`config.mk`:
```
export PLATFORM = sky130hd
export DESIGN_NAME = usm_port
export DESIGN_NICKNAME = d
export VERILOG_FILES = /design/src/usm_pkg.sv /design/src/usm_rx_fifo.sv /design/src/usm_port.sv
export SDC_FILE = /design/constraint.sdc
export NUM_CORES = 1
export LEC_CHECK = 0
export BUFFER_PORTS_ARGS = -buffer_cell sky130_fd_sc_hd__clkbuf_2
export CORE_UTILIZATION = 36
export CTS_CLUSTER_DIAMETER = 30
export CTS_CLUSTER_SIZE = 14
export DETAILED_ROUTE_END_ITERATION = 8
export PLACE_DENSITY = 0.58
export SYNTH_ARGS = -nofsm -noshare
export SYNTH_HDL_FRONTEND = slang
export SYNTH_SLANG_ARGS = --single-unit
```
`constraint.sdc`:
```
create_clock -name clk -period 4.5 [get_ports clk]
set_clock_uncertainty 0.05 [all_clocks]
set_input_delay 0.225 -clock clk [delete_from_list [all_inputs] [get_ports clk]]
set_output_delay 0.225 -clock clk [all_outputs]
set_load 0.01 [all_outputs]
```
`src/usm_pkg.sv`:
```
/*
   Constants, register map and carrier types of the clocked serial port.
   Assumes one system clock; the whole design imports this package.
*/
package usm_pkg;

   // ==========================================================
   // Register indices on the plain register port
   localparam logic [2:0] ADDR_BAUD_CONTROL     = 3'h0;
   localparam logic [2:0] ADDR_RECEIVE_STATUS   = 3'h1;
   localparam logic [2:0] ADDR_DIVISOR_LOW      = 3'h2;
   localparam logic [2:0] ADDR_DIVISOR_HIGH     = 3'h3;
   localparam logic [2:0] ADDR_TRANSMIT_HOLDING = 3'h4;
   localparam logic [2:0] ADDR_TRANSMIT_STATUS  = 3'h5;
   localparam logic [2:0] ADDR_RECEIVE_FIFO_TOP = 3'h6;
   localparam logic [2:0] ADDR_FLAGS            = 3'h7;

   // ==========================================================
   // Field positions
   localparam int BIT_RECEIVE_IDLE      = 6;
   localparam int BIT_CLOCK_POLARITY    = 4;
   localparam int BIT_WIDE_DIVISOR      = 3;
   localparam int BIT_PORT_ENABLE       = 7;
   localparam int BIT_NINE_RECEIVE      = 6;
   localparam int BIT_SINGLE_RECEIVE    = 5;
   localparam int BIT_CONTINUOUS        = 4;
   localparam int BIT_OVERRUN           = 1;
   localparam int BIT_RECEIVE_NINTH     = 0;
   localparam int BIT_CLOCK_SOURCE      = 7;
   localparam int BIT_NINE_TRANSMIT     = 6;
   localparam int BIT_TRANSMIT_ENABLE   = 5;
   localparam int BIT_CLOCKED_MODE      = 4;
   localparam int BIT_HIGH_SPEED        = 2;
   localparam int BIT_SHIFTER_EMPTY     = 1;
   localparam int BIT_TRANSMIT_NINTH    = 0;
   localparam int BIT_RECEIVE_FLAG      = 5;
   localparam int BIT_TRANSMIT_EMPTY    = 4;

   // ==========================================================
   // Reset values and counts
   localparam logic [7:0] REG_RESET       = 8'h00;
   localparam logic [3:0] LAST_BIT_EIGHT  = 4'h7;
   localparam logic [3:0] LAST_BIT_NINE   = 4'h8;
   localparam logic [1:0] FIFO_DEPTH      = 2'h2;
   localparam logic [1:0] RESET_SYNC_INIT = 2'h0;

   // ==========================================================
   // Types
   typedef enum logic [2:0] {
      ST_IDLE   = 3'b001,
      ST_ACTIVE = 3'b010,
      ST_GAP    = 3'b100
   } usm_fsm_e;

   typedef struct packed {
      logic [2:0] addr;
      logic [7:0] wdata;
      logic       wr;
      logic       rd;
   } usm_bus_s;

   typedef struct packed {
      logic clk_out;
      logic clk_oe;
      logic data_out;
      logic data_oe;
   } usm_pins_s;

endpackage : usm_pkg

```
`src/usm_rx_fifo.sv`:
```
/*
   Two-entry receive store of nine-bit characters with a registered top.
   Assumes the caller never pushes when full nor pops when empty.
*/
`timescale 1ns/1ps

module usm_rx_fifo
   import usm_pkg::*;
(
   input  wire logic       clk,
   input  wire logic       rst_n,
   input  wire logic       flush,
   input  wire logic       push,
   input  wire logic [8:0] push_data,
   input  wire logic       pop,
   output logic [8:0]      top,
   output logic [1:0]      count
);

   typedef struct packed {
      logic [1:0][8:0] mem;
      logic            wptr;
      logic            rptr;
      logic [1:0]      count;
      logic [8:0]      top;
   } usm_fifo_s;

   usm_fifo_s fifo_reg;
   usm_fifo_s fifo_next;

   always_comb begin
      fifo_next = fifo_reg;
      if (flush) begin
         fifo_next = '0;
      end else begin
         if (push && fifo_reg.count < FIFO_DEPTH) begin
            fifo_next.mem[fifo_reg.wptr] = push_data;
            fifo_next.wptr               = ~fifo_reg.wptr;
         end
         if (pop && fifo_reg.count != 2'h0) begin
            fifo_next.rptr = ~fifo_reg.rptr;
         end
         fifo_next.count = 2'(fifo_reg.count
                           + {1'b0, push && fifo_reg.count < FIFO_DEPTH}
                           - {1'b0, pop && fifo_reg.count != 2'h0});
      end
      // Top is registered so the read port sees a flop, not a mux
      fifo_next.top = fifo_next.mem[fifo_next.rptr];
   end

   always_ff @(posedge clk or negedge rst_n) begin
      if (!rst_n) begin
         fifo_reg <= '0;
      end else begin
         fifo_reg <= fifo_next;
      end
   end

   assign top   = fifo_reg.top;
   assign count = fifo_reg.count;

endmodule : usm_rx_fifo

```
`src/usm_port.sv`:
```
/*
   Clocked half-duplex serial port: master clock generation, slave clock
   edge detection, transmit holding and shifter, receive shifter and
   two-entry receive store behind a plain register port.
   Assumes clk at 100 MHz; both pins arrive from outside the clock domain.
*/
`timescale 1ns/1ps

// Function
// - Clocked mode, master by source bit, transmit when no receive enable, needs enable.
// - No start or stop bits; never transmit and receive together.
// - Master drives shift clock and enables clock pin driver when configured.
// - One clock per data bit, no extra clocks.
// - Transmit data changes on leading edge, held until next leading edge.
// - Polarity bit set idles high; clear idles low.
// - Holding write starts transfer; waits while shifter busy.
// - Master transmit drives data pin and clock pin.
// - Master receive releases the data pin driver.
// - Master single receive takes one character then clears itself.
// - Continuous receive clocks until cleared; clearing aborts partial character.
// - Both enables: single clears after first, continuous carries on.
// - Receive samples data on trailing clock edge into receive shifter.
// - Completed character enters two-entry store; flag while unread.
// - Slave takes clock from pin, driver off, one bit per clock.
// - Third character with store full sets overrun, blocks reception.
// - Overrun cleared by read in single mode, else by continuous or enable clear.
// - Nine-bit receive shifts nine bits; ninth bit shown for top entry.
// - Transmit empty flag shows holding register can take a character.
module usm_port
   import usm_pkg::*;
(
   input  wire logic       clk,
   input  wire logic       nrst,
   input  wire usm_bus_s   bus,
   output logic [7:0]      rdata,
   input  wire logic       clock_pin_in,
   input  wire logic       data_pin_in,
   output usm_pins_s       pins
);

   typedef struct packed {
      usm_fsm_e   fsm;
      logic [15:0] timer;
      logic [3:0] bit_cnt;
      logic [8:0] tx_shift;
      logic       tx_busy;
      logic [8:0] rx_shift;
      logic [8:0] holding;
      logic       holding_full;
      logic       overrun_flag;
      logic       clock_polarity;
      logic       wide_divisor_select;
      logic       port_enable;
      logic       nine_bit_receive;
      logic       single_receive_enable;
      logic       continuous_receive_enable;
      logic       clock_source_master;
      logic       nine_bit_transmit;
      logic       transmit_enable;
      logic       clocked_mode;
      logic       high_speed_select;
      logic [7:0] baud_divisor_low;
      logic [7:0] baud_divisor_high;
      logic       ck_s1;
      logic       ck_s2;
      logic       ck_s3;
      logic       dt_s1;
      logic       dt_s2;
      usm_pins_s  pins;
      logic [7:0] rdata;
   } usm_state_s;

   usm_state_s state_reg;
   usm_state_s state_next;

   logic [1:0] rst_sync_reg;
   logic       rst_n;
   logic [8:0] fifo_top;
   logic [1:0] fifo_count;
   logic       fifo_push;
   logic       fifo_pop;
   logic       fifo_flush;
   logic [8:0] rx_word;

   // ==========================================================
   // Reset release
   always_ff @(posedge clk or negedge nrst) begin
      if (!nrst) begin
         rst_sync_reg <= RESET_SYNC_INIT;
      end else begin
         rst_sync_reg <= {rst_sync_reg[0], 1'b1};
      end
   end
   assign rst_n = rst_sync_reg[1];

   // ==========================================================
   // Helpers
   function automatic logic [3:0] last_index(input logic nine);
      last_index = nine ? LAST_BIT_NINE : LAST_BIT_EIGHT;
   endfunction : last_index

   // ==========================================================
   // Receive store
   usm_rx_fifo u_rx_fifo (
      .clk       (clk),
      .rst_n     (rst_n),
      .flush     (fifo_flush),
      .push      (fifo_push),
      .push_data (rx_word),
      .pop       (fifo_pop),
      .top       (fifo_top),
      .count     (fifo_count)
   );

   // ==========================================================
   // Next state
   always_comb begin
      logic       run;
      logic       master;
      logic       rx_mode;
      logic       tx_mode;
      logic       rx_go;
      logic       tick;
      logic       lead_ev;
      logic       trail_ev;
      logic       ck_rise;
      logic       ck_fall;
      logic       sample;
      logic [15:0] divisor;
      logic       hold_wr;
      logic       fifo_rd;

      state_next = state_reg;
      fifo_push  = 1'b0;
      fifo_flush = 1'b0;
      lead_ev    = 1'b0;
      trail_ev   = 1'b0;
      tick       = 1'b0;
      rx_word    = state_reg.rx_shift;

      // Pins pass two flops before any logic looks at them
      state_next.ck_s1 = clock_pin_in;
      state_next.ck_s2 = state_reg.ck_s1;
      state_next.ck_s3 = state_reg.ck_s2;
      state_next.dt_s1 = data_pin_in;
      state_next.dt_s2 = state_reg.dt_s1;
      sample  = state_reg.dt_s2;
      ck_rise = state_reg.ck_s2 && !state_reg.ck_s3;
      ck_fall = !state_reg.ck_s2 && state_reg.ck_s3;

      hold_wr = bus.wr && bus.addr == ADDR_TRANSMIT_HOLDING;
      fifo_rd = bus.rd && bus.addr == ADDR_RECEIVE_FIFO_TOP;
      fifo_pop = fifo_rd && fifo_count != 2'h0;

      // ---------------- register writes
      if (bus.wr) begin
         unique case (bus.addr)
            ADDR_BAUD_CONTROL: begin
               state_next.clock_polarity      = bus.wdata[BIT_CLOCK_POLARITY];
               state_next.wide_divisor_select = bus.wdata[BIT_WIDE_DIVISOR];
            end
            ADDR_RECEIVE_STATUS: begin
               state_next.port_enable               = bus.wdata[BIT_PORT_ENABLE];
               state_next.nine_bit_receive          = bus.wdata[BIT_NINE_RECEIVE];
               state_next.single_receive_enable     = bus.wdata[BIT_SINGLE_RECEIVE];
               state_next.continuous_receive_enable = bus.wdata[BIT_CONTINUOUS];
            end
            ADDR_DIVISOR_LOW:  state_next.baud_divisor_low  = bus.wdata;
            ADDR_DIVISOR_HIGH: state_next.baud_divisor_high = bus.wdata;
            ADDR_TRANSMIT_STATUS: begin
               state_next.clock_source_master = bus.wdata[BIT_CLOCK_SOURCE];
               state_next.nine_bit_transmit   = bus.wdata[BIT_NINE_TRANSMIT];
               state_next.transmit_enable     = bus.wdata[BIT_TRANSMIT_ENABLE];
               state_next.clocked_mode        = bus.wdata[BIT_CLOCKED_MODE];
               state_next.high_speed_select   = bus.wdata[BIT_HIGH_SPEED];
               state_next.holding[8]          = bus.wdata[BIT_TRANSMIT_NINTH];
            end
            default: ;
         endcase
      end
      if (hold_wr) begin
         state_next.holding[7:0] = bus.wdata;
      end

      // ---------------- mode decode
      run     = state_reg.port_enable && state_reg.clocked_mode;
      master  = run && state_reg.clock_source_master;
      // Slave receive ignores the single enable
      rx_mode = master ? (state_reg.single_receive_enable
                          || state_reg.continuous_receive_enable)
                       : state_reg.continuous_receive_enable;
      tx_mode = !state_reg.single_receive_enable
                && !state_reg.continuous_receive_enable;
      rx_go   = run && rx_mode && !state_reg.overrun_flag;

      // ---------------- holding to shifter
      if (run && tx_mode && state_reg.transmit_enable
          && !state_reg.tx_busy && state_reg.holding_full) begin
         state_next.tx_shift     = state_reg.holding;
         state_next.tx_busy      = 1'b1;
         state_next.bit_cnt      = 4'h0;
         state_next.holding_full = 1'b0;
      end
      // A write in the same cycle as the transfer keeps the new character
      if (hold_wr) begin
         state_next.holding_full = 1'b1;
      end

      // ---------------- master clock generator
      divisor = state_reg.wide_divisor_select
                ? {state_reg.baud_divisor_high, state_reg.baud_divisor_low}
                : {8'h00, state_reg.baud_divisor_low};
      if (state_reg.timer >= divisor) begin
         tick = 1'b1;
         state_next.timer = 16'h0000;
      end else begin
         state_next.timer = 16'(state_reg.timer + 16'h0001);
      end
      unique case (state_reg.fsm)
         ST_IDLE: begin
            state_next.timer = 16'h0000;
            if (master && (state_reg.tx_busy || rx_go)) begin
               state_next.fsm = ST_ACTIVE;
               lead_ev        = 1'b1;
            end
         end
         ST_ACTIVE: begin
            if (tick) begin
               state_next.fsm = ST_GAP;
               trail_ev       = 1'b1;
            end
         end
         ST_GAP: begin
            if (tick) begin
               if (master && (state_reg.tx_busy || rx_go)) begin
                  state_next.fsm = ST_ACTIVE;
                  lead_ev        = 1'b1;
               end else begin
                  state_next.fsm = ST_IDLE;
               end
            end
         end
         default: state_next.fsm = ST_IDLE;
      endcase

      // ---------------- slave clock edges
      if (run && !state_reg.clock_source_master) begin
         lead_ev  = state_reg.clock_polarity ? ck_fall : ck_rise;
         trail_ev = state_reg.clock_polarity ? ck_rise : ck_fall;
      end

      // ---------------- shift engine
      if (state_reg.tx_busy) begin
         if (lead_ev) begin
            state_next.pins.data_out = state_reg.tx_shift[state_reg.bit_cnt];
         end
         if (trail_ev) begin
            if (state_reg.bit_cnt == last_index(state_reg.nine_bit_transmit)) begin
               state_next.tx_busy = 1'b0;
               state_next.bit_cnt = 4'h0;
            end else begin
               state_next.bit_cnt = 4'(state_reg.bit_cnt + 4'h1);
            end
         end
      end else if (rx_go && trail_ev) begin
         rx_word[state_reg.bit_cnt] = sample;
         state_next.rx_shift        = rx_word;
         if (state_reg.bit_cnt == last_index(state_reg.nine_bit_receive)) begin
            state_next.bit_cnt  = 4'h0;
            state_next.rx_shift = 9'h000;
            if (fifo_count == FIFO_DEPTH) begin
               state_next.overrun_flag = 1'b1;
            end else begin
               fifo_push = 1'b1;
            end
            // Software writing the bit in this cycle keeps its value
            if (!(bus.wr && bus.addr == ADDR_RECEIVE_STATUS)) begin
               state_next.single_receive_enable = 1'b0;
            end
         end else begin
            state_next.bit_cnt = 4'(state_reg.bit_cnt + 4'h1);
         end
      end else if (!state_reg.tx_busy && !rx_go) begin
         // Receive enables dropped: partial character is thrown away
         state_next.bit_cnt  = 4'h0;
         state_next.rx_shift = 9'h000;
         if (master && !state_next.tx_busy && state_reg.fsm != ST_IDLE) begin
            state_next.fsm = ST_IDLE;
         end
      end

      // ---------------- overrun release
      if (state_reg.overrun_flag) begin
         if (fifo_rd && !state_reg.continuous_receive_enable) begin
            state_next.overrun_flag = 1'b0;
         end
         if (!state_next.continuous_receive_enable
             && state_reg.continuous_receive_enable) begin
            state_next.overrun_flag = 1'b0;
         end
      end

      // ---------------- port disabled
      if (!state_reg.port_enable) begin
         state_next.fsm          = ST_IDLE;
         state_next.bit_cnt      = 4'h0;
         state_next.tx_busy      = 1'b0;
         state_next.rx_shift     = 9'h000;
         state_next.overrun_flag = 1'b0;
         fifo_flush              = 1'b1;
         fifo_push               = 1'b0;
      end

      // ---------------- pin drivers
      state_next.pins.clk_oe  = master && (state_reg.transmit_enable || rx_mode);
      state_next.pins.clk_out = (state_next.fsm == ST_ACTIVE)
                                ^ state_reg.clock_polarity;
      state_next.pins.data_oe = run && tx_mode
                                && state_reg.transmit_enable;
      if (!state_next.pins.data_oe) begin
         state_next.pins.data_out = 1'b0;
      end

      // ---------------- register reads, data one cycle later
      state_next.rdata = 8'h00;
      if (bus.rd) begin
         unique case (bus.addr)
            ADDR_BAUD_CONTROL: begin
               state_next.rdata[BIT_RECEIVE_IDLE]   = !(rx_go && state_reg.fsm != ST_IDLE);
               state_next.rdata[BIT_CLOCK_POLARITY] = state_reg.clock_polarity;
               state_next.rdata[BIT_WIDE_DIVISOR]   = state_reg.wide_divisor_select;
            end
            ADDR_RECEIVE_STATUS: begin
               state_next.rdata[BIT_PORT_ENABLE]    = state_reg.port_enable;
               state_next.rdata[BIT_NINE_RECEIVE]   = state_reg.nine_bit_receive;
               state_next.rdata[BIT_SINGLE_RECEIVE] = state_reg.single_receive_enable;
               state_next.rdata[BIT_CONTINUOUS]     = state_reg.continuous_receive_enable;
               state_next.rdata[BIT_OVERRUN]        = state_reg.overrun_flag;
               state_next.rdata[BIT_RECEIVE_NINTH]  = fifo_top[8];
            end
            ADDR_DIVISOR_LOW:  state_next.rdata = state_reg.baud_divisor_low;
            ADDR_DIVISOR_HIGH: state_next.rdata = state_reg.baud_divisor_high;
            ADDR_TRANSMIT_STATUS: begin
               state_next.rdata[BIT_CLOCK_SOURCE]    = state_reg.clock_source_master;
               state_next.rdata[BIT_NINE_TRANSMIT]   = state_reg.nine_bit_transmit;
               state_next.rdata[BIT_TRANSMIT_ENABLE] = state_reg.transmit_enable;
               state_next.rdata[BIT_CLOCKED_MODE]    = state_reg.clocked_mode;
               state_next.rdata[BIT_HIGH_SPEED]      = state_reg.high_speed_select;
               state_next.rdata[BIT_SHIFTER_EMPTY]   = !state_reg.tx_busy;
               state_next.rdata[BIT_TRANSMIT_NINTH]  = state_reg.holding[8];
            end
            ADDR_RECEIVE_FIFO_TOP: begin
               if (fifo_count != 2'h0) begin
                  state_next.rdata = fifo_top[7:0];
               end
            end
            ADDR_FLAGS: begin
               state_next.rdata[BIT_RECEIVE_FLAG]   = fifo_count != 2'h0;
               state_next.rdata[BIT_TRANSMIT_EMPTY] = !state_reg.holding_full;
            end
            default: ;
         endcase
      end
   end

   // ==========================================================
   // State register
   always_ff @(posedge clk or negedge rst_n) begin
      if (!rst_n) begin
         state_reg     <= '0;
         state_reg.fsm <= ST_IDLE;
      end else begin
         state_reg <= state_next;
      end
   end

   assign rdata = state_reg.rdata;
   assign pins  = state_reg.pins;

endmodule : usm_port

```
==> results of run 1 <==
## logic make-up after synthesis
kind of cell | Yosys count | synth area share
fa+ha+maj | 23 | 0.04212
mux | 54 | 0.08991
buf+inv | 70 | 0.04798
flops | 130 | 0.4763
xor+xnor | 19 | 0.02435
compound gates | 144 | 0.1520
simple gates | 242 | 0.1668
other cells | 1 | 0.0005488
## how the worst max path moves through the flow
stage / end / slack, ns / cells after the start
6_report: u_rx_fifo.top[3] / 1.10 / 10
5_1_grt: u_rx_fifo.top[3] / 0.87 / 10
4_1_cts: u_rx_fifo.top[5] / 1.13 / 10
3_5_place_dp: u_rx_fifo.top[5] / 1.16 / 10
3_3_place_gp: u_rx_fifo.top[5] / 1.27 / 10
2_1_floorplan: pins[0] / 0.56 / 0
## layer usage
layer | up-vias | GRT usage | routed length, um
li1 | 2451 | - | -
met1 | 2618 | 0.2398 | 7734
met2 | 142 | 0.2926 | 8123
met3 | 22 | 0.04886 | 846
met4 | 0 | 0.06998 | 306
met5 | - | 0 | 0
## synth_stat cells, drive strengths merged, types with 2 or more instances
cell type / count
o211ai: 2
buf: 23
a32o: 2
xnor2: 8
and2: 2
o2111a: 2
o2bb2ai: 2
nor4b: 2
nor3b: 4
nor2b: 8
o2111ai: 3
nor2: 63
dfrtp: 129
o211a: 10
nand4: 8
nand3b: 2
a22oi: 6
inv: 25
nand2: 83
a31oi: 2
ha: 23
clkbuf: 22
a221oi: 3
mux2i: 13
a21boi: 13
a311oi: 2
nand2b: 10
and3: 5
a221o: 10
o21ai: 34
nand3: 27
a21o: 9
a211oi: 4
mux2: 39
or4b: 2
nor3: 12
mux4: 2
or3: 2
a21oi: 22
o22ai: 4
xor2: 11
o31ai: 5
or2: 10
## stage by stage
| stage | total power (uW) | cells | cell area [sq um] | setup slack [ns] |
|---|---|---|---|---|
| after floorplan | 1716 | 683 | 6833 | 0.5617 |
| after global placement | 1832 | 907 | 7088 | 1.272 |
| after detailed placement | 1847 | 907 | 7088 | 1.160 |
| after CTS | 3340 | 942 | 7747 | 1.125 |
| after global routing | 3455 | 942 | 7747 | 0.8671 |
| final | 3311 | 942 | 7747 | 1.098 |
## layout make-up
| cell class | instances | area, sq um | share of cell area |
|---|---|---|---|
| inverter | 25 | 93.84 | 0.01211 |
| tap | 234 | 292.8 | 0.03779 |
| timing repair buffer | 38 | 222.7 | 0.02875 |
| sequential | 130 | 3258 | 0.4205 |
| clock buffer | 22 | 474.2 | 0.06121 |
| multi-input combinational | 483 | 3251 | 0.4196 |
| clock inverter | 10 | 155.1 | 0.02003 |
## what timing repair did
action / in CTS / in global routing
endpoints found under the hold margin: 4 / 0
hold buffers: 3 / 0
gates resized for setup: 0 / 0
## worst max-delay path, stage by stage (launching register included)
cell       delay (ns)
dfrtp_1          0.53
nand2_1          0.11
ha_1             0.31
nand4_1          0.16
nor3_2           0.25
or4b_4           0.54
a21oi_4          0.31
o2111ai_1        0.16
buf_4            0.23
and3_1           0.28
a221o_1          0.34
## power by group through the flow
stage / clock network [uW] / registers (uW) / logic (uW)
2_1_floorplan: 0 / 1390 / 325
3_3_place_gp: 0 / 1430 / 404
3_5_place_dp: 0 / 1430 / 412
4_1_cts: 1510 / 1420 / 416
5_1_grt: 1560 / 1440 / 460
6_report: 1480 / 1420 / 413
==> impl_metrics.csv, run 1 <==
group,metric,value,unit
worst_setup_path,crit-reg2reg-launch,"state_reg[42]",
synth,syn_area,6833,sq um
timing,drv_slew,0,
drt,viasPerCell,5.555,
timing,rsz0062_at_grt,"no",
layout,fin_nets,735,
synth,ys.flop_type,"dfrtp_1",
worst_setup_path,required,4.75,ns
cts,h-tree-depth,4,
die,fp.dieH,139.8,um
synth,synth.top_cell.area_share,0.4724,
pwr,vdd_drop_max,306.7,uV
timing,whs,0.04027,ns
synth,synthArstFlopShare,1.000,
cts,cts-root-buf,"clkbuf_16",
drt,detail_route.wl_per_cell,18.06,um
cts,cts_tree,"done",
run_status,status,"complete, no violations",
drt,detail-route-antenna-nets,0,
worst_setup_path,worst-setup-path-type,"reg2reg",
job,cap_violations,0,
cts,post_cts_buffers,0,
synth,yosys.area.top_type,"dfrtp_1",
die,coreArea,18640,sq um
worst_setup_path,rr_worst_depth,10,
worst_setup_path,worst-r2r-setup-slack,1.10,ns
worst_setup_path,cp_max_fo,20,
synth,syn_inst,683,
worst_setup_path,startpoint_type,"register",
min_path,hp-start,"bus[3]",
layout,fin_util,0.4156,
synth,yosysSeqAreaShare,0.4763,
global_routing,overflow,0,
worst_setup_path,startpoint,"state_reg[42]",
drt,drtIter0Drc,377,
die,ioPinCount,29,
layout,layout-drive-gt1-share,0.1638,
global_routing,grt_pass1_vias,5171,
placement,numPortBuffers,28,
cts,numClockSinks,130,
synth,yosys.cell_types.count,68,
timing,hold_viol_final,0,
layout,area_growth,13.39,%
synth,yosys_warnings,0,
timing,max_freq,294.0,MHz
layout,final_common_cell,"dfrtp_1",
layout,fillers,1788,
synth,synth.avg_cell_area,10.00,sq um
pwr,sw_frac_of_total,0.2585,
layout,largest_register_ffs,82,
pwr,p_leak,0.003552,uW
pwr,clkPwrFrac,0.447,
synth,yosys_register_bits,130,
die,initial_utilization,0.3665,
worst_setup_path,r2r-end,"u_rx_fifo.top[3]",
drt,drc,0,
worst_setup_path,worstPathArrival,3.65,ns
layout,final_cell_mix,"dfrtp_1, nand2_1, nor2_1",
die,fp-row-count,50,
synth,synthTopCellsByArea,"dfrtp_1, mux2_2, nand2_1",
synth,synth_edf_count,0,
timing,setup_viol,0,
timing,timing.slew.headroom,0.1984,
timing,period_minus_slack,3.402,ns
timing,finalSetupTns,0,ns
cts,clk_latency,0.43,ns
placement,gp_congestion,0.9170,
die,die_w,139.8,um
drt,vias,5233,
worst_setup_path,end_kind,"register",
cts,cts-buffers-inserted,17,
drt,firstDrtPassIters,5,
timing,finalCritPeriodShare,0.7560,
cts,clk_pin_slew,0.06,ns
global_routing,antenna_found_initial,0,
min_path,hold_path_end,"state_reg[26]",
cts,clk_path_buf_depth,2,
layout,n_antenna_cell,0,
global_routing,grt_usage,0.1842,
drt,wl,17010,um
pwr,p_sw,856.1,uW
global_routing,grt_pass1_wl,27480,um
pwr,power_per_cell_area,427.4,nW/um^2
pwr,seq_power_share,0.428,
global_routing,grt_max_degree,64,
placement,place_hpwl,12320,um
min_path,hold_depth,3,
synth,synthesis.nets,723,
pwr,power_frac_comb,0.125,
timing,worstMarginPinSlew,1.194,ns
min_path,min_path_type,"in2reg",
die,die_area,19530,sq um
pwr,p_int,2455,uW
Power figures use the tool's default switching activity.
==> inputs of run 2 (changes only) <==
--- a/config.mk
+++ b/config.mk
@@ -5,6 +5,7 @@
 export SDC_FILE = /design/constraint.sdc
 export NUM_CORES = 1
 export LEC_CHECK = 0
+export ABC_AREA = 1
 export BUFFER_PORTS_ARGS = -buffer_cell sky130_fd_sc_hd__clkbuf_2
 export CORE_UTILIZATION = 36
 export CTS_CLUSTER_DIAMETER = 30
==> constraint.sdc (replaced) <==
create_clock -name clk -period 3.3 [get_ports clk]
set_clock_uncertainty 0.05 [all_clocks]
set_input_delay 0.165 -clock clk [delete_from_list [all_inputs] [get_ports clk]]
set_output_delay 0.165 -clock clk [all_outputs]
set_load 0.01 [all_outputs]
==> impl_metrics.csv, run 2 <==
group,metric,value,unit
die,die_area,19250,sq um
synth,synth.most_common_cell,"nand2_1",
synth,synthTopCellsByArea,"dfrtp_1, nand2_1, nand3_1",
drt,drtIter0Drc,414,
min_path,min_path_type,"in2async",
pwr,power_per_cell_area,535.3,nW/um^2
drt,drc,1,
synth,yosysSeqAreaShare,0.4835,
timing,hold_viol_final,0,
cts,cts-root-buf,"clkbuf_16",
global_routing,overflow,0,
worst_setup_path,startpoint_type,"register",
timing,timing.slew.headroom,0.3883,
timing,finalCritPeriodShare,0.9064,
layout,largest_register_ffs,82,
synth,yosys.area.top_type,"dfrtp_1",
die,ioPinCount,29,
synth,synth.top_cell.area_share,0.4796,
global_routing,antenna_found_initial,0,
synth,yosys_register_bits,130,
worst_setup_path,startpoint,"state_reg[42]",
worst_setup_path,r2r-end,"state_reg[62]",
worst_setup_path,crit-reg2reg-launch,"state_reg[42]",
worst_setup_path,worstPathArrival,3.29,ns
layout,final_area,7685,sq um
synth,syn_inst,816,
cts,clk_path_buf_depth,2,
timing,worstMarginPinSlew,0.9155,ns
layout,n_antenna_cell,0,
placement,gp_congestion,0.8682,
layout,fillers,1825,
global_routing,grt_max_degree,56,
layout,fin_nets,884,
run_status,violations,"design-rule violations",
drt,wl,16420,um
cts,clk_pin_slew,0.06,ns
placement,placed_area,7047,sq um
worst_setup_path,end_kind,"register",
synth,syn_area,6731,sq um
job,cap_violations,0,
drt,viasPerCell,5.011,
synth,synth.avg_cell_area,8.249,sq um
worst_setup_path,rr_worst_depth,14,
worst_setup_path,cp_max_fo,14,
synth,yosys_warnings,0,
die,coreArea,18150,sq um
cts,cts_tree,"done",
timing,period_minus_slack,2.991,ns
drt,vias,5442,
layout,final_cell_count_no_fill,1086,
global_routing,grt_pass1_wl,27450,um
synth,yosys.cell_types.count,47,
pwr,finalPower,4114,uW
layout,area_growth,14.16,%
pwr,vdd_drop_max,344.7,uV
synth,synthArstFlopShare,1.000,
layout,seq_area,3258,sq um
cts,clk_latency,0.42,ns
run_status,status,"finished with violations",
layout,final_common_cell,"nand2_1",
worst_setup_path,worst-setup-path-type,"reg2reg",
die,fp.dieH,138.7,um
timing,rsz0062_at_grt,"no",
pwr,p_leak,0.003679,uW
layout,multiInputGateArea,2974,sq um
placement,place_hpwl,11990,um
drt,firstDrtPassIters,9,
synth,synthesis.nets,856,
die,die_w,138.7,um
placement,numPlacedInstances,1049,
timing,finalSetupTns,0,ns
layout,final_cell_mix,"nand2_1, dfrtp_1, nor2_1",
placement,numPortBuffers,28,
cts,h-tree-depth,4,
cts,cts-buffers-inserted,17,
die,initial_utilization,0.3709,
drt,detail-route-antenna-nets,0,
drt,detail_route.wl_per_cell,15.12,um
synth,ys.flop_type,"dfrtp_1",
cts,numClockSinks,130,
worst_setup_path,worst-r2r-setup-slack,0.31,ns
global_routing,grt_pass1_vias,5207,
timing,drv_slew,0,
synth,synthTopCellsByCount,"nand2_1, dfrtp_1, nor2_1",
die,fp-row-count,49,
synth,synth_edf_count,0,
worst_setup_path,required,3.60,ns
cts,post_cts_buffers,0,
timing,max_freq,334.3,MHz
layout,layout-drive-gt1-share,0.1109,
global_routing,grt_usage,0.1832,
timing,setup_viol,0,
## run 2: cell count changes in the layout (fill, tap and decap cells not counted), sizes merged, moves of 10 or more
| cell | delta |
|---|---|
| and2 | +17 |
| a221o | -10 |
| inv | +56 |
| nand2 | +103 |
| mux2i | -13 |
| a21boi | -12 |
| nand3 | +53 |
| o21ai | +32 |
| mux2 | -39 |
| nor2 | +32 |
| o211a | -10 |
| or2 | -10 |
| nand2b | -10 |
## run 2: area by class of cell
class                      instances  share of cell area
timing repair buffer              42             0.03517
clock buffer                      19             0.05894
sequential                       130              0.4240
multi-input combinational        571              0.3870
clock inverter                    13             0.01758
inverter                          82             0.04005
tap                              229             0.03728
## run 2: stage by stage
stage	setup WS (ns)	util	hold WS, ns
after detailed placement	0.3366	0.3883	-0.09379
after global routing	0.02495	0.4235	0.01318
final	0.3090	0.4235	0.01084
after CTS	0.3101	0.4235	0.0006307
after floorplan	0.8558	-	-0.1806
after global placement	0.4262	0.3883	-0.09670
## run 2: how the worst max path moves through the flow
| stage | to | slack (ns) | depth (start not counted) |
|---|---|---|---|
| 2_1_floorplan | state_reg[74] | 0.86 | 17 |
| 3_3_place_gp | state_reg[62] | 0.43 | 14 |
| 3_5_place_dp | state_reg[62] | 0.34 | 14 |
| 4_1_cts | state_reg[56] | 0.31 | 14 |
| 5_1_grt | state_reg[56] | 0.02 | 14 |
| 6_report | state_reg[62] | 0.31 | 14 |
## run 2: worst max-delay path: stages (launching register included)
cell and delay [ns]:
dfrtp_1 0.52, nand2_1 0.09, ha_1 0.33, nand2_1 0.05, o21ai_0 0.16, a21oi_1 0.08, nand2_1 0.11, nand2_1 0.11
nand2_1 0.16, nand2_1 0.13, nor2_2 0.44, inv_2 0.11, nor3_4 0.33, nand2_1 0.09, a21oi_1 0.13
## run 2: repair_timing
action / 4_1_cts / 5_1_grt
resized for setup: 0 / 0
hold buffers: 5 / 0
endpoints found under the hold margin: 8 / 0
setup endpoints to repair: 0 / 0
## run 2: logic make-up after synthesis
family / count (synthesis) / synth area share
buffers and inverters: 115 / 0.07472
flip-flops: 130 / 0.4835
adder cells (fa/ha/maj): 23 / 0.04275
XOR/XNOR: 11 / 0.01431
other: 1 / 0.0005571
AO/OA/AOI/OAI: 132 / 0.1104
AND/OR/NAND/NOR: 404 / 0.2738
## run 2: power breakdown
part / switching (uW) / internal, uW / leakage, uW
Sequential: 117 / 1720 / 0.00173
Combinational: 272 / 142 / 0.00166
Clock: 712 / 1150 / 0.000289
## run 2: routing by layer
layer / global-route usage / vias up / share of wire
met5: 0 / - / 0
met1: 0.2617 / 2556 / 0.49
met2: 0.2787 / 134 / 0.45
met3: 0.03246 / 19 / 0.043
li1: - / 2733 / -
met4: 0.06608 / 0 / 0.016
==> inputs of run 3 (changes only) <==
--- a/config.mk
+++ b/config.mk
@@ -8,6 +8,7 @@
 export ABC_AREA = 1
 export BUFFER_PORTS_ARGS = -buffer_cell sky130_fd_sc_hd__clkbuf_2
 export CORE_UTILIZATION = 36
+export CTS_BUF_LIST = sky130_fd_sc_hd__clkbuf_4 sky130_fd_sc_hd__clkbuf_8
 export CTS_CLUSTER_DIAMETER = 30
 export CTS_CLUSTER_SIZE = 14
 export DETAILED_ROUTE_END_ITERATION = 8
==> impl_metrics.csv, run 3 (synthesis results as in run 2) <==
group,metric,value,unit
run_status,status,"finished with violations",
run_status,violations,"design-rule violations",
worst_setup_path,end_kind,"register",
global_routing,antenna_found_initial,0,
pwr,p_sw,1045,uW
timing,drv_slew,0,
placement,place_hpwl,11990,um
drt,detail_route.wl_per_cell,15.16,um
layout,area_growth,11.77,%
layout,largest_register_ffs,82,
die,fp.dieH,138.7,um
worst_setup_path,worstPathArrival,3.35,ns
placement,numPortBuffers,28,
drt,drtIter0Drc,359,
pwr,p_int,2572,uW
timing,whs,0.03308,ns
layout,fin_util,0.4146,
placement,gp_congestion,0.8682,
layout,multiInputGateArea,2974,sq um
layout,layout-drive-gt1-share,0.1105,
drt,vias,5448,
timing,hold_viol_final,0,
die,die_area,19250,sq um
cts,cts-root-buf,"clkbuf_8",
global_routing,grt_usage,0.1837,
timing,worstMarginPinSlew,0.9034,ns
worst_setup_path,worst-setup-path-type,"reg2reg",
layout,final_common_cell,"nand2_1",
cts,clk_pin_slew,0.08,ns
pwr,clkPwrFrac,0.377,
die,coreArea,18150,sq um
layout,seq_area,3258,sq um
timing,timing.slew.headroom,0.3964,
cts,cts_tree,"done",
pwr,vdd_drop_max,242.1,uV
layout,final_cell_mix,"nand2_1, dfrtp_1, nor2_1",
pwr,power_frac_comb,0.115,
global_routing,grt_pass1_wl,27500,um
drt,firstDrtPassIters,8,
layout,fin_nets,887,
pwr,sw_frac_of_total,0.2889,
drt,detail-route-antenna-nets,0,
cts,numClockSinks,130,
global_routing,overflow,0,
die,fp-row-count,49,
die,initial_utilization,0.3709,
timing,finalSetupTns,0,ns
timing,max_freq,330.6,MHz
die,die_w,138.7,um
worst_setup_path,startpoint_type,"register",
timing,setup_viol,0,
layout,n_antenna_cell,0,
cts,cts-buffers-inserted,17,
worst_setup_path,required,3.63,ns
layout,fillers,1852,
job,cap_violations,0,
pwr,power_per_cell_area,480.9,nW/um^2
timing,finalCritPeriodShare,0.9166,
timing,period_minus_slack,3.025,ns
cts,h-tree-depth,4,
timing,rsz0062_at_grt,"no",
global_routing,grt_max_degree,56,
worst_setup_path,cp_max_fo,14,
drt,wl,16510,um
pwr,seq_power_share,0.508,
global_routing,grt_pass1_vias,5228,
drt,viasPerCell,5.003,
drt,drc,1,
cts,clk_path_buf_depth,2,
die,ioPinCount,29,
min_path,min_path_type,"in2reg",
cts,clk_latency,0.45,ns
pwr,p_leak,0.003604,uW
==> run 3: changes by cell type in the layout (fill, tap and decap cells not counted) <==
| cell | change |
|---|---|
| clkbuf_8 | +17 |
| dlygate4sd3_1 | +3 |
| clkbuf_16 | -17 |
==> run 3: critical path, cell delays in order (launching register included) <==
cell and delay, ns:
dfrtp_1 0.54, nand2_1 0.10, ha_1 0.32, a21oi_1 0.07
o21ai_0 0.15, a21oi_1 0.08, nand2_1 0.11, nand2_1 0.11
nand2_1 0.17, nand2_1 0.13, nor2_2 0.44, inv_2 0.11
nor3_4 0.34, nand2_1 0.10, a21oi_1 0.13
==> run 3: final cells by class <==
cell class | count | area share
sequential | 130 | 0.4331
multi-input combinational | 571 | 0.3953
inverter | 82 | 0.04091
timing repair buffer | 45 | 0.03991
tap | 229 | 0.03808
clock buffer | 19 | 0.03476
clock inverter | 13 | 0.01796
==> run 3: routing by layer <==
layer,up-vias,wire length (um),GRT usage,share of wire
met3,20,588,0.03453,0.036
met1,2577,8278,0.2618,0.50
met4,0,269,0.06667,0.016
met5,-,0,0,0
met2,116,7368,0.2781,0.45
li1,2735,-,-,-
==> run 3: timing repair <==
item                                   CTS  global route
endpoints found under the hold margin   14             0
gates resized for setup                  0             0
setup buffers                            0             0
hold buffers                             8             0
==> run 3: path summary, 6_finish.rpt <==
| kind | startpoint | slack [ns] | cells after the start | endpoint |
|---|---|---|---|---|
| worst max-delay path | state_reg[42] | 0.28 | 14 | state_reg[62] |
| worst min-delay path | bus[5] | 0.03 | 3 | state_reg[28] |
| worst max register to register | state_reg[42] | 0.28 | 14 | state_reg[62] |
| worst min register to register | state_next[15] | 0.30 | 0 | state_next[14] |
| max in group asynchronous | rst_sync_reg[1] | 2.07 | 1 | state_reg[94] |
| min in group asynchronous | rst_sync_reg[1] | 0.34 | 0 | state_reg[72] |
==> run 3: through the flow <==
stage	total power, uW	setup slack, ns	cells	instance area [sq um]
after floorplan	2131	0.8558	816	6733
after global placement	2267	0.4262	1049	7047
after detailed placement	2276	0.3366	1049	7047
after CTS	3657	0.3072	1089	7523
after global routing	3806	0.01812	1089	7523
final	3618	0.2752	1089	7523
==> run 3: power groups by stage <==
stage	combinational (uW)	sequential [uW]	clock (uW)
3_5_place_dp	412	1860	0
5_1_grt	482	1850	1470
2_1_floorplan	302	1830	0
6_report	417	1840	1360
3_3_place_gp	404	1860	0
4_1_cts	421	1840	1400
